`config.mk`:
```
export PLATFORM = sky130hd
export DESIGN_NAME = per_output_pwm_intensity
export DESIGN_NICKNAME = d
export VERILOG_FILES = /design/src/hdl/per_output_pwm_intensity.v /design/src/hdl/slot_counter.v
export VERILOG_INCLUDE_DIRS = /design/src /design/src/hdl
export SDC_FILE = /design/constraint.sdc
export NUM_CORES = 1
export LEC_CHECK = 0
export BUFFER_PORTS_ARGS = -buffer_cell sky130_fd_sc_hd__buf_2
export CORE_MARGIN = 2
export CORE_UTILIZATION = 60
export CTS_BUF_LIST = sky130_fd_sc_hd__clkbuf_4 sky130_fd_sc_hd__clkbuf_8
export CTS_CLUSTER_DIAMETER = 150
export DETAILED_ROUTE_END_ITERATION = 8
export PLACE_DENSITY = 0.82
export SLEW_MARGIN = 20
export SYNTH_ARGS = -nofsm -noshare
export SYNTH_HDL_FRONTEND = slang
export SYNTH_HIERARCHICAL = 1
export SYNTH_SLANG_ARGS = --single-unit
```
`constraint.sdc`:
```
create_clock -name REF_CLK_I -period 2.5 [get_ports REF_CLK_I]
set_input_delay 0.375 -clock REF_CLK_I [delete_from_list [all_inputs] [get_ports REF_CLK_I]]
set_output_delay 0.375 -clock REF_CLK_I [all_outputs]
set_load 0.05 [all_outputs]
```
`src/hdl/pwm_intensity_defs.vh`:
```
// constants for the per-output pwm intensity block
// included by the design files; definitions only
`ifndef PWM_INTENSITY_DEFS_VH
`define PWM_INTENSITY_DEFS_VH

// register addresses
`define ADDR_PAIR_0_1 8'h10
`define ADDR_PAIR_2_3 8'h11
`define ADDR_PAIR_4_5 8'h12
`define ADDR_PAIR_6_7 8'h13
`define ADDR_MASTER 8'h0E
// field layout
`define CODE_W 4
`define LO_NIB 3:0
`define HI_NIB 7:4
// codes and reset values
`define CODE_STATIC 4'hF
`define MASTER_OFF 4'h0
`define RST_INTENSITY 8'h00
`define RST_MASTER 8'h00
`define READ_UNMAPPED 8'h00
`define OE_IDLE 8'h00
// one-hot register select: bit positions and codes
`define SEL_W 5
`define SEL_BIT_PAIR_0_1 0
`define SEL_BIT_PAIR_2_3 1
`define SEL_BIT_PAIR_4_5 2
`define SEL_BIT_PAIR_6_7 3
`define SEL_BIT_MASTER 4
`define SEL_NONE 5'h00
`define SEL_PAIR_0_1 5'h01
`define SEL_PAIR_2_3 5'h02
`define SEL_PAIR_4_5 5'h04
`define SEL_PAIR_6_7 5'h08
`define SEL_MASTER 5'h10
// last slot of the pwm period
`define SLOT_LAST 4'hF
// default oscillator divider: pwm slot length in ref clocks
`define SLOT_DIV_DEFAULT 16'h0001

`endif

```
`src/hdl/per_output_pwm_intensity.v`:
```
// per-output pwm intensity registers and pwm generation for eight ports
// assumes a serial bus decoder presents byte writes/reads synchronous to REF_CLK_I
`timescale 1ns/100ps
`include "pwm_intensity_defs.vh"

module per_output_pwm_intensity #(
  parameter SLOT_DIV = `SLOT_DIV_DEFAULT
) (
  // clock and reset
  input wire REF_CLK_I,
  input wire RST_B_I,
  // register access from the serial decoder
  input wire [7:0] REG_ADDR_I,
  input wire [7:0] REG_WDATA_I,
  input wire REG_WR_I,
  input wire REG_RD_I,
  output reg [7:0] REG_RDATA_O,
  output reg REG_RVALID_O,
  // output levels: 1 = sinking (led lit)
  input wire [7:0] PORT_LEVEL_I,
  input wire NINTH_LEVEL_I,
  // open-drain drive enables
  output reg [7:0] OUTPUT_PORT_OE_O,
  output reg NINTH_OUTPUT_OE_O
);

  // register bank
  reg [7:0] port_pair_0_1_intensity_reg;
  reg [7:0] port_pair_2_3_intensity_reg;
  reg [7:0] port_pair_4_5_intensity_reg;
  reg [7:0] port_pair_6_7_intensity_reg;
  reg [7:0] master_intensity_reg;
  // next values of the bank and of the registered outputs
  reg [7:0] port_pair_0_1_intensity_next;
  reg [7:0] port_pair_2_3_intensity_next;
  reg [7:0] port_pair_4_5_intensity_next;
  reg [7:0] port_pair_6_7_intensity_next;
  reg [7:0] master_intensity_next;
  reg [7:0] rdata_next;
  reg rvalid_next;
  reg [7:0] port_oe_next;
  reg ninth_oe_next;
  // decoded write and read requests
  reg [`SEL_W-1:0] wr_sel;
  reg [`SEL_W-1:0] rd_sel;
  // intensity code of each output
  wire [`CODE_W-1:0] code_port_0;
  wire [`CODE_W-1:0] code_port_1;
  wire [`CODE_W-1:0] code_port_2;
  wire [`CODE_W-1:0] code_port_3;
  wire [`CODE_W-1:0] code_port_4;
  wire [`CODE_W-1:0] code_port_5;
  wire [`CODE_W-1:0] code_port_6;
  wire [`CODE_W-1:0] code_port_7;
  wire [`CODE_W-1:0] code_ninth;
  // shared slot count and oscillator gate
  wire [`CODE_W-1:0] slot;
  wire run;

  // one-hot select of the addressed register; zero when unmapped
  function [`SEL_W-1:0] reg_select;
    input [7:0] addr;
    begin
      if (addr == `ADDR_PAIR_0_1)
        reg_select = `SEL_PAIR_0_1;
      else if (addr == `ADDR_PAIR_2_3)
        reg_select = `SEL_PAIR_2_3;
      else if (addr == `ADDR_PAIR_4_5)
        reg_select = `SEL_PAIR_4_5;
      else if (addr == `ADDR_PAIR_6_7)
        reg_select = `SEL_PAIR_6_7;
      else if (addr == `ADDR_MASTER)
        reg_select = `SEL_MASTER;
      else
        reg_select = `SEL_NONE;
    end
  endfunction

  // duty test for one code against the current slot
  function active;
    input [3:0] code;
    input [3:0] s;
    input en;
    begin
      if (!en || code == `CODE_STATIC)
        active = 1'b1;
      else
        active = (s <= code);
    end
  endfunction

  // both strobes share one address decode
  always @* begin
    wr_sel = REG_WR_I ? reg_select(REG_ADDR_I) : `SEL_NONE;
    rd_sel = REG_RD_I ? reg_select(REG_ADDR_I) : `SEL_NONE;
  end

  // write path; unmapped writes leave the bank alone
  always @* begin
    port_pair_0_1_intensity_next = port_pair_0_1_intensity_reg;
    port_pair_2_3_intensity_next = port_pair_2_3_intensity_reg;
    port_pair_4_5_intensity_next = port_pair_4_5_intensity_reg;
    port_pair_6_7_intensity_next = port_pair_6_7_intensity_reg;
    master_intensity_next = master_intensity_reg;
    if (wr_sel[`SEL_BIT_PAIR_0_1])
      port_pair_0_1_intensity_next = REG_WDATA_I;
    if (wr_sel[`SEL_BIT_PAIR_2_3])
      port_pair_2_3_intensity_next = REG_WDATA_I;
    if (wr_sel[`SEL_BIT_PAIR_4_5])
      port_pair_4_5_intensity_next = REG_WDATA_I;
    if (wr_sel[`SEL_BIT_PAIR_6_7])
      port_pair_6_7_intensity_next = REG_WDATA_I;
    if (wr_sel[`SEL_BIT_MASTER])
      master_intensity_next = REG_WDATA_I;
  end

  // readback same layout
  // a read in the cycle of a write still sees the old contents
  always @* begin
    rvalid_next = REG_RD_I;
    if (!REG_RD_I)
      rdata_next = REG_RDATA_O;
    else if (rd_sel[`SEL_BIT_PAIR_0_1])
      rdata_next = port_pair_0_1_intensity_reg;
    else if (rd_sel[`SEL_BIT_PAIR_2_3])
      rdata_next = port_pair_2_3_intensity_reg;
    else if (rd_sel[`SEL_BIT_PAIR_4_5])
      rdata_next = port_pair_4_5_intensity_reg;
    else if (rd_sel[`SEL_BIT_PAIR_6_7])
      rdata_next = port_pair_6_7_intensity_reg;
    else if (rd_sel[`SEL_BIT_MASTER])
      rdata_next = master_intensity_reg;
    else
      rdata_next = `READ_UNMAPPED;
  end

  assign code_port_0 = port_pair_0_1_intensity_reg[`LO_NIB];
  assign code_port_1 = port_pair_0_1_intensity_reg[`HI_NIB];
  assign code_port_2 = port_pair_2_3_intensity_reg[`LO_NIB];
  assign code_port_3 = port_pair_2_3_intensity_reg[`HI_NIB];
  assign code_port_4 = port_pair_4_5_intensity_reg[`LO_NIB];
  assign code_port_5 = port_pair_4_5_intensity_reg[`HI_NIB];
  assign code_port_6 = port_pair_6_7_intensity_reg[`LO_NIB];
  assign code_port_7 = port_pair_6_7_intensity_reg[`HI_NIB];
  assign code_ninth = master_intensity_reg[`LO_NIB];
  assign run = (master_intensity_reg[`HI_NIB] != `MASTER_OFF);

  slot_counter #(
    .DIV(SLOT_DIV)
  ) u_slot (
    .clk_i(REF_CLK_I),
    .rst_b_i(RST_B_I),
    .run_i(run),
    .slot_o(slot),
    .wrap_o()
  );

  always @* begin
    port_oe_next[0] = PORT_LEVEL_I[0] & active(code_port_0, slot, run);
    port_oe_next[1] = PORT_LEVEL_I[1] & active(code_port_1, slot, run);
    port_oe_next[2] = PORT_LEVEL_I[2] & active(code_port_2, slot, run);
    port_oe_next[3] = PORT_LEVEL_I[3] & active(code_port_3, slot, run);
    port_oe_next[4] = PORT_LEVEL_I[4] & active(code_port_4, slot, run);
    port_oe_next[5] = PORT_LEVEL_I[5] & active(code_port_5, slot, run);
    port_oe_next[6] = PORT_LEVEL_I[6] & active(code_port_6, slot, run);
    port_oe_next[7] = PORT_LEVEL_I[7] & active(code_port_7, slot, run);
    ninth_oe_next = NINTH_LEVEL_I & active(code_ninth, slot, run);
  end

  // register bank update
  always @(posedge REF_CLK_I) begin
    if (!RST_B_I) begin
      port_pair_0_1_intensity_reg <= `RST_INTENSITY;
      port_pair_2_3_intensity_reg <= `RST_INTENSITY;
      port_pair_4_5_intensity_reg <= `RST_INTENSITY;
      port_pair_6_7_intensity_reg <= `RST_INTENSITY;
      master_intensity_reg <= `RST_MASTER;
    end else begin
      port_pair_0_1_intensity_reg <= port_pair_0_1_intensity_next;
      port_pair_2_3_intensity_reg <= port_pair_2_3_intensity_next;
      port_pair_4_5_intensity_reg <= port_pair_4_5_intensity_next;
      port_pair_6_7_intensity_reg <= port_pair_6_7_intensity_next;
      master_intensity_reg <= master_intensity_next;
    end
  end

  // read answer; data holds until the next read
  always @(posedge REF_CLK_I) begin
    if (!RST_B_I) begin
      REG_RDATA_O <= `READ_UNMAPPED;
      REG_RVALID_O <= 1'b0;
    end else begin
      REG_RDATA_O <= rdata_next;
      REG_RVALID_O <= rvalid_next;
    end
  end

  // drive enables, one cycle behind the slot count
  always @(posedge REF_CLK_I) begin
    if (!RST_B_I) begin
      OUTPUT_PORT_OE_O <= `OE_IDLE;
      NINTH_OUTPUT_OE_O <= 1'b0;
    end else begin
      OUTPUT_PORT_OE_O <= port_oe_next;
      NINTH_OUTPUT_OE_O <= ninth_oe_next;
    end
  end

endmodule // per_output_pwm_intensity

```
`src/hdl/slot_counter.v`:
```
// shared 16-slot pwm period counter
// assumes a single clock; runs only while enabled
`timescale 1ns/100ps
`include "pwm_intensity_defs.vh"

module slot_counter #(
  parameter DIV = `SLOT_DIV_DEFAULT
) (
  input wire clk_i,
  input wire rst_b_i,
  input wire run_i,
  output reg [3:0] slot_o,
  output reg wrap_o
);

  reg [15:0] div_reg;

  always @(posedge clk_i) begin
    if (!rst_b_i || !run_i) begin
      div_reg <= 16'h0000;
      slot_o <= 4'h0;
      wrap_o <= 1'b0;
    end else if (div_reg >= DIV - 16'h0001) begin
      div_reg <= 16'h0000;
      slot_o <= slot_o + 4'h1;
      wrap_o <= (slot_o == `SLOT_LAST);
    end else begin
      div_reg <= div_reg + 16'h0001;
      wrap_o <= 1'b0;
    end
  end

endmodule // slot_counter

```
==> out/metrics.yaml, run 1 <==
ctsResizeCount: 0
clock_slew_seen_by_the_registers_of_the_worst_setup_and_hold_paths_ns: 0.07
fp.coreArea_um2: 5851
tritoncts_num_sinks: 62
post-layout-total-power_mw: 2.078
post-cts-setup-buffer-count: 0
p_leak_nw: 1.720
final.min_clock_period_ns: 1.927
fill_cells: 476
grtUsageTotal_pct: 30.02
final_antenna_net_count: 0
timing_worst_setup_path_type: "input pin to flop"
netlist_instances: 419
required_time_of_the_critical_path_ns: 2.73
clock_skew_ns: 0.003966
first_global_vias: 3065
timing.final.crit_share_pct: 77.09
multi_input_comb_area_um2: 2113
port_buffers: 46
worst_setup_path_start_kind: "input pin"
holdBufCountCts: 0
cts-root-buf: "sky130_fd_sc_hd__clkbuf_8"
vdd_ir_drop_max_mv: 0.4411
report.final.setup_viol: 0
grt_first_pass_wirelength_mm: 14.81
timing.max_slew.rel_slack_pct: 41.97
ioPinCount: 47
dp_hpwl_mm: 6.713
hold_path.class: "input pin to flop"
place_inst: 528
rsz0062_at_grt: "false"
max_cap_viol_count: 0
via_per_inst: 6.076
count_of_non_filler_cells_in_the_finished_layout: 543
clk_latency_ns: 0.34
cellPowerDensity_nw_per_um2: 506.8
seq_area_um2: 1241
yosys_warnings: 6
final_wirelength_mm: 9.516
post_route_cells_drive_above_1_share_pct: 15.60
synth.net_count: 485
slew_viol_final: 0
antenna_cells: 0
synthesis.area_per_instance_um2: 8.612
hold_violation_count_in_the_final_report: 0
initial_cell_density_of_the_core_pct: 61.68
final_net_count: 530
drc: 0
htreeDepth: 3
clock_tree_from_tritoncts: "done"
status: "complete, no violations"
die-width_um: 81.55
floorplan.die_area_um2: 6650
hold_slack_ns: 0.2562
critical_path.max_fanout: 11
timing_worst_slew_pin_value_ns: 0.8679
place_congestion: 0.9670
timing.fmax_mhz: 518.9
core_util_final_pct: 70.08
grt_max_degree: 36
overflow: 0
drt_pre_antenna_iters: 5
grt_antenna_before_repair: 0
routedWlPerCell_um: 17.52
critical_path_arrival_ns: 2.16
nature_of_the_critical_path_endpoint: "flop"
numCtsBuffers: 9
netlist_area_um2: 3608
num_rows: 28
clk_path_buf_depth: 2
tns_ns: 0
num_vias: 3299
initialDrtViolationCount: 189
die-height_um: 81.55
area_growth_syn_to_layout_pct: 13.63
==> layout make-up <==
| type | count | share of cell area [%] |
|---|---|---|
| tap | 75 | 2.289 |
| multi-input combinational | 293 | 51.54 |
| timing repair buffer | 53 | 7.202 |
| clock buffer | 10 | 3.357 |
| inverter | 45 | 4.120 |
| clock inverter | 5 | 1.221 |
| sequential | 62 | 30.27 |
==> placed cells by master (no fill, tap or decap), drive strengths merged <==
cell type	instances
or4b	1
a31oi	8
clkbuf	10
or4	1
bufinv	1
or3b	1
clkinv	4
nand2b	1
nor4b	1
nor4	10
a41oi	9
ha	37
nand2	43
a21boi	8
or3	1
buf	53
nor3	1
o21ai	25
mux2i	33
nand4b	1
and2	2
nand4	20
inv	45
nor2	2
a2111oi	8
a21oi	26
nand3	18
dfxtp	62
and3	1
xnor2	1
nand3b	2
nor2b	32
==> routing by layer <==
layer	vias up	global-route usage (%)	routed length, um
met2	132	48.85	4516
met3	25	4.945	526
met4	0	14.41	277
met1	1560	38.70	4196
met5	-	0	0
li1	1582	-	-
==> critical path, cell delays in order <==
cell and delay [ns]:
sky130_fd_sc_hd__buf_2 0.13, sky130_fd_sc_hd__or3b_1 0.54, sky130_fd_sc_hd__or4_1 0.77, sky130_fd_sc_hd__mux2i_1 0.27
sky130_fd_sc_hd__nor2b_1 0.07
==> power by group <==
| group | total [mW] | switching (mW) | internal, mW |
|---|---|---|---|
| clock network | 0.867 | 0.393 | 0.475 |
| logic | 0.202 | 0.141 | 0.0606 |
| registers | 1.01 | 0.00580 | 1.00 |
| total | 2.08 | 0.539 | 1.54 |
==> through the flow <==
| step | setup slack, ns | instance area, um2 |
|---|---|---|
| 6_report | 0.5727 | 4100 |
| 3_5_place_dp | 0.2485 | 3913 |
| 5_1_grt | 0.5279 | 4100 |
| 3_3_place_gp | 0.3421 | 3913 |
| 4_1_cts | 0.5967 | 4100 |
| 2_1_floorplan | 0.6221 | 3608 |
==> path summary, 6_finish.rpt <==
kind              cells after the start        startpoint                              to  slack, ns
setup / recovery                      5     REG_ADDR_I[2]  port_pair_4_5_intensity_reg[6]       0.57
setup reg to reg                      4  u_slot/slot_o[1]             OUTPUT_PORT_OE_O[7]       0.79
hold / removal                        3   PORT_LEVEL_I[0]             OUTPUT_PORT_OE_O[0]       0.26
hold reg to reg                       1  u_slot/slot_o[0]                u_slot/slot_o[0]       0.46
(Power assumes the default switching activity.)
==> run 2, diff against run 1 <==
- CORE_UTILIZATION: 60 -> 54
- PLACE_DENSITY: 0.82 -> 0.78
- clock period: 2.5 -> 1.7 ns (I/O delays scaled with it)
==> run 2 against run 1 <==
Largest cell class unchanged. Global-route usage is 2.2 points lower. Sequential power is 47% higher. Clock power is 55% higher. Critical path depth is 1 lower. Final area is 5.6% higher. The run now ends with design-rule violations left.
==> out/metrics.yaml, run 2 (synthesized netlist as in run 1, its figures left out) <==
status: "finished, violations left"
violations_in_the_final_reports: "design-rule violations"
initial_cell_density_of_the_core_pct: 56.19
worst_setup_path_start_kind: "flop"
grt_first_pass_wirelength_mm: 15.60
clk_path_buf_depth: 2
dp_hpwl_mm: 6.850
report.final.setup_viol: 0
hold_violation_count_in_the_final_report: 0
timing_worst_slew_pin_value_ns: 0.5995
die-width_um: 85.75
routedWlPerCell_um: 16.66
grt_antenna_before_repair: 0
cp_num_buf_inv: 0
hold_path.class: "input pin to flop"
cp_slowest_cell: "sky130_fd_sc_hd__a2111oi_0"
cellPowerDensity_nw_per_um2: 725.7
netSwitchingPower_uw: 794.0
final.min_clock_period_ns: 1.557
max_cap_viol_count: 0
clock_skew_ns: 0.005668
timing.max_slew.rel_slack_pct: 59.00
p_leak_nw: 1.852
via_per_inst: 5.846
drc: 2
post-layout-total-power_mw: 3.144
die-height_um: 85.75
first_global_vias: 3198
internal-power_mw: 2.350
postLayoutSetupSlackWorst_ns: 0.1428
antenna_cells: 0
critical-path-max-stage-delay_ns: 0.53
final_wirelength_mm: 9.530
rsz0062_at_grt: "false"
final_cell_area_um2: 4332
htreeDepth: 3
post-cts-setup-buffer-count: 0
num_rows: 29
final_antenna_net_count: 0
clk_latency_ns: 0.35
critical_path_arrival_ns: 1.84
tns_ns: 0
overflow: 0
fp.coreArea_um2: 6422
timing.final.crit_share_pct: 91.60
numCtsBuffers: 9
postPlaceCellArea_um2: 4125
cp_top_family: "compound AO/OA/AOI/OAI gates"
post_route_cells_drive_above_1_share_pct: 20.40
clock_slew_seen_by_the_registers_of_the_worst_setup_and_hold_paths_ns: 0.07
cts-root-buf: "sky130_fd_sc_hd__clkbuf_8"
slew_viol_final: 0
placement.setup.worst_slack_ns: -0.2194
ioPinCount: 47
final_net_count: 556
mostFrequentLayoutCell: "sky130_fd_sc_hd__dfxtp_1"
drt_pre_antenna_iters: 7
critical_path.max_fanout: 4
grt_max_degree: 34
required_time_of_the_critical_path_ns: 1.98
timing.fmax_mhz: 642.2
nature_of_the_critical_path_endpoint: "flop"
tritoncts_num_sinks: 62
pwr-share-clk_pct: 42.7
grtUsageTotal_pct: 27.78
vdd_ir_drop_max_mv: 0.5159
num_vias: 3344
timing_worst_setup_path_type: "flop to flop"
switching_share_pct: 25.26
path_cells: "a21oi_1, a2111oi_0, o21ai_0, a31oi_1"
layout_common_cells: "62 x sky130_fd_sc_hd__dfxtp_1, 46 x sky130_fd_sc_hd__buf_2, 45 x sky130_fd_sc_hd__inv_1, 43 x sky130_fd_sc_hd__nand2_1, 37 x sky130_fd_sc_hd__ha_1"
initialDrtViolationCount: 246
fill_cells: 509
share_seq_of_total_power_pct: 47.2
clock_tree_from_tritoncts: "done"
floorplan.die_area_um2: 7352
comb_power_share_pct: 10.1
area_growth_syn_to_layout_pct: 20.04
port_buffers: 46
place_congestion: 0.9127
## run 2: cell count changes in the layout (fill, tap and decap cells not counted), sizes merged
cell and change:
buf +26, clkbuf +2, clkinv -1
## run 2: area by class of cell
type	instances	area [um2]	area share, %
clock buffers	12	158.9	3.668
clock inverters	4	45.04	1.040
inverters	45	168.9	3.899
multi-input cells	293	2118	48.90
flip-flops and latches	62	1241	28.65
well taps	77	96.34	2.224
repair buffers	79	503.0	11.61
## run 2: per-layer routing
metal  global-route usage, %  up-vias  wire, um
li1                        -     1636         -
met1                   36.08     1592      4248
met2                   45.81       99      4535
met3                   6.064       17       583
met4                   9.524        0       163
met5                       0        -         0
## run 2: power groups by stage
stage | Clock (mW) | Combinational, mW | Sequential [mW]
final | 1.34 | 0.317 | 1.48
after global routing | 1.42 | 0.337 | 1.48
after CTS | 1.36 | 0.315 | 1.48
after detailed placement | 0 | 0.312 | 1.52
after global placement | 0 | 0.309 | 1.51
after floorplan | 0 | 0.108 | 1.59
## run 2: per-stage QoR
stage / utilization, % / hold slack [ns] / cells
6_report: 67.45 / 0.1217 / 572
5_1_grt: 67.45 / 0.1312 / 572
4_1_cts: 67.41 / 0.1181 / 572
3_5_place_dp: 64.23 / 0.4609 / 556
3_3_place_gp: 64.23 / 0.4458 / 556
2_1_floorplan: - / 0.3745 / 419
## run 2: tightest hold or removal path, delay by kind of cell
kind | cells | cell delay (ns)
buf+inv | 1 | 0.10
simple gates | 1 | 0.04
compound gates | 1 | 0.03
## run 2: final timing paths
kind	start	to	slack [ns]	cells past startpoint
max	port_pair_4_5_intensity_reg[4]	REG_RDATA_O[4]	0.14	4
min	NINTH_LEVEL_I	NINTH_OUTPUT_OE_O	0.12	3
max reg2reg	port_pair_4_5_intensity_reg[4]	REG_RDATA_O[4]	0.14	4
min reg2reg	u_slot/slot_o[0]	u_slot/slot_o[0]	0.48	1
## run 2: what timing repair did
action                                 CTS  global route
resized for setup                        0             2
setup endpoints to repair                0             2
endpoints found under the hold margin    0             0
hold buffers                             0             0
==> run 3, diff against run 2 <==
- ABC_AREA: not set -> 1
- CORE_UTILIZATION: 54 -> 41
- PLACE_DENSITY: 0.78 -> 0.62
==> run 3 against run 2 <==
The flow now finishes without violations. Worst hold slack worse by 0.0044 ns. Sequential power is essentially flat. Flip-flop and latch count unchanged. Sequential share of layout area grew 0.79 points. First-iteration DRC count decreased by 43%. Largest cell class unchanged. Global-route usage shrank 6.7 points. Cell count up 16%. Critical path depth up 2. Synthesized cell count rose by 18%.
==> out/metrics.yaml, run 3 <==
status: "complete, no violations"
mostFrequentLayoutCell: "sky130_fd_sc_hd__inv_1"
initialDrtViolationCount: 140
seq_area_um2: 1241
final_cell_area_um2: 4215
timing.max_slew.rel_slack_pct: 66.43
postLayoutSetupSlackWorst_ns: 0.2055
clock_tree_from_tritoncts: "done"
vdd_ir_drop_max_mv: 0.4685
die-width_um: 98.17
holdBufCountCts: 0
critPathLaunch: "u_slot/slot_o[0]"
tritoncts_num_sinks: 62
num_vias: 3393
hold_path.class: "input pin to flop"
final_net_count: 614
placement.setup.worst_slack_ns: 0.2128
core_util_final_pct: 48.57
timing_worst_slew_pin_value_ns: 0.5031
synthesis.area_per_instance_um2: 7.345
final_antenna_net_count: 0
count_of_non_filler_cells_in_the_finished_layout: 661
grtUsageTotal_pct: 21.09
post-cts-setup-buffer-count: 0
ioPinCount: 47
netlist_instances: 495
share_seq_of_total_power_pct: 46.5
netlist_area_um2: 3636
final_wirelength_mm: 9.854
slew_viol_final: 0
nature_of_the_critical_path_endpoint: "flop"
htreeDepth: 3
place_congestion: 0.9028
post_route_cells_drive_above_1_share_pct: 18.99
floorplan.die_area_um2: 9637
cellPowerDensity_nw_per_um2: 757.8
required_time_of_the_critical_path_ns: 1.91
grt_max_degree: 58
post-layout-total-power_mw: 3.194
final.min_clock_period_ns: 1.495
area_growth_syn_to_layout_pct: 15.93
timing.final.crit_share_pct: 87.91
place_inst: 645
critical_path.max_fanout: 9
cts-root-buf: "sky130_fd_sc_hd__clkbuf_8"
switching_share_pct: 26.34
hold_violation_count_in_the_final_report: 0
max_cap_viol_count: 0
num_rows: 34
netSwitchingPower_uw: 841.4
timing.fmax_mhz: 669.1
fill_cells: 901
initial_cell_density_of_the_core_pct: 41.90
rr_startpoint: "u_slot/slot_o[0]"
antenna_cells: 0
drc: 0
yosys_warnings: 6
first_global_vias: 3179
via_per_inst: 5.133
grt_first_pass_wirelength_mm: 15.71
clk_latency_ns: 0.36
synth.net_count: 561
p_leak_nw: 1.995
pwr-share-clk_pct: 43.6
numCtsBuffers: 9
fp.coreArea_um2: 8678
routedWlPerCell_um: 14.91
postPlaceCellArea_um2: 4006
internal-power_mw: 2.353
comb_power_share_pct: 9.9
layout_common_cells: "64 x sky130_fd_sc_hd__inv_1, 62 x sky130_fd_sc_hd__dfxtp_1, 62 x sky130_fd_sc_hd__nand2_1, 61 x sky130_fd_sc_hd__a21oi_1, 53 x sky130_fd_sc_hd__nor2_1"
worst_hold_startpoint: "PORT_LEVEL_I[0]"
clock_skew_ns: 0.01580
worst_setup_path_start_kind: "flop"
clk_path_buf_depth: 2
die-height_um: 98.17
dp_hpwl_mm: 7.213
timing_worst_setup_path_type: "flop to flop"
critical_path_arrival_ns: 1.70
tns_ns: 0
drt_pre_antenna_iters: 6
multi_input_comb_area_um2: 2044
rsz0062_at_grt: "false"
report.final.setup_viol: 0
hold_slack_ns: 0.1173
overflow: 0
ctsResizeCount: 0
grt_antenna_before_repair: 0
port_buffers: 46
clock_slew_seen_by_the_registers_of_the_worst_setup_and_hold_paths_ns: 0.08
-- run 3: worst max-delay path, cell delays in order, from the launching register on --
cell                      delay [ns]
sky130_fd_sc_hd__dfxtp_1        0.40
sky130_fd_sc_hd__inv_1          0.27
sky130_fd_sc_hd__ha_1           0.28
sky130_fd_sc_hd__nor2_1         0.10
sky130_fd_sc_hd__nor2_1         0.04
sky130_fd_sc_hd__o21ai_0        0.14
sky130_fd_sc_hd__a41oi_1        0.12
-- run 3: cell type report --
cell class	instances	share of cell area, %
Timing Repair Buffer	55	7.361
Sequential cell	62	29.44
Multi-Input combinational cell	348	48.50
Tap cell	108	3.206
Inverter	72	6.530
Clock buffer	13	3.948
Clock inverter	3	1.009
-- run 3: per-layer routing --
layer / up-vias / track usage, % / routed length [um]
met1: 1512 / 26.05 / 4279
met2: 95 / 35.83 / 4689
met4: 0 / 7.271 / 208
met3: 17 / 5.369 / 677
met5: - / 0 / 0
li1: 1769 / - / -
-- run 3: power groups by stage --
stage               Sequential (mW)  Combinational (mW)  Clock (mW)
floorplan                      1.60               0.120           0
global placement               1.52               0.314           0
detailed placement             1.52               0.316           0
CTS                            1.49               0.317        1.42
global route                   1.49               0.343        1.48
finish                         1.49               0.316        1.39
-- run 3: final timing paths --
check / endpoint / slack (ns) / cells past startpoint
max reg2reg: OUTPUT_PORT_OE_O[7] / 0.21 / 6
min: OUTPUT_PORT_OE_O[0] / 0.12 / 3
min reg2reg: master_intensity_reg[7] / 0.47 / 2
max: OUTPUT_PORT_OE_O[7] / 0.21 / 6
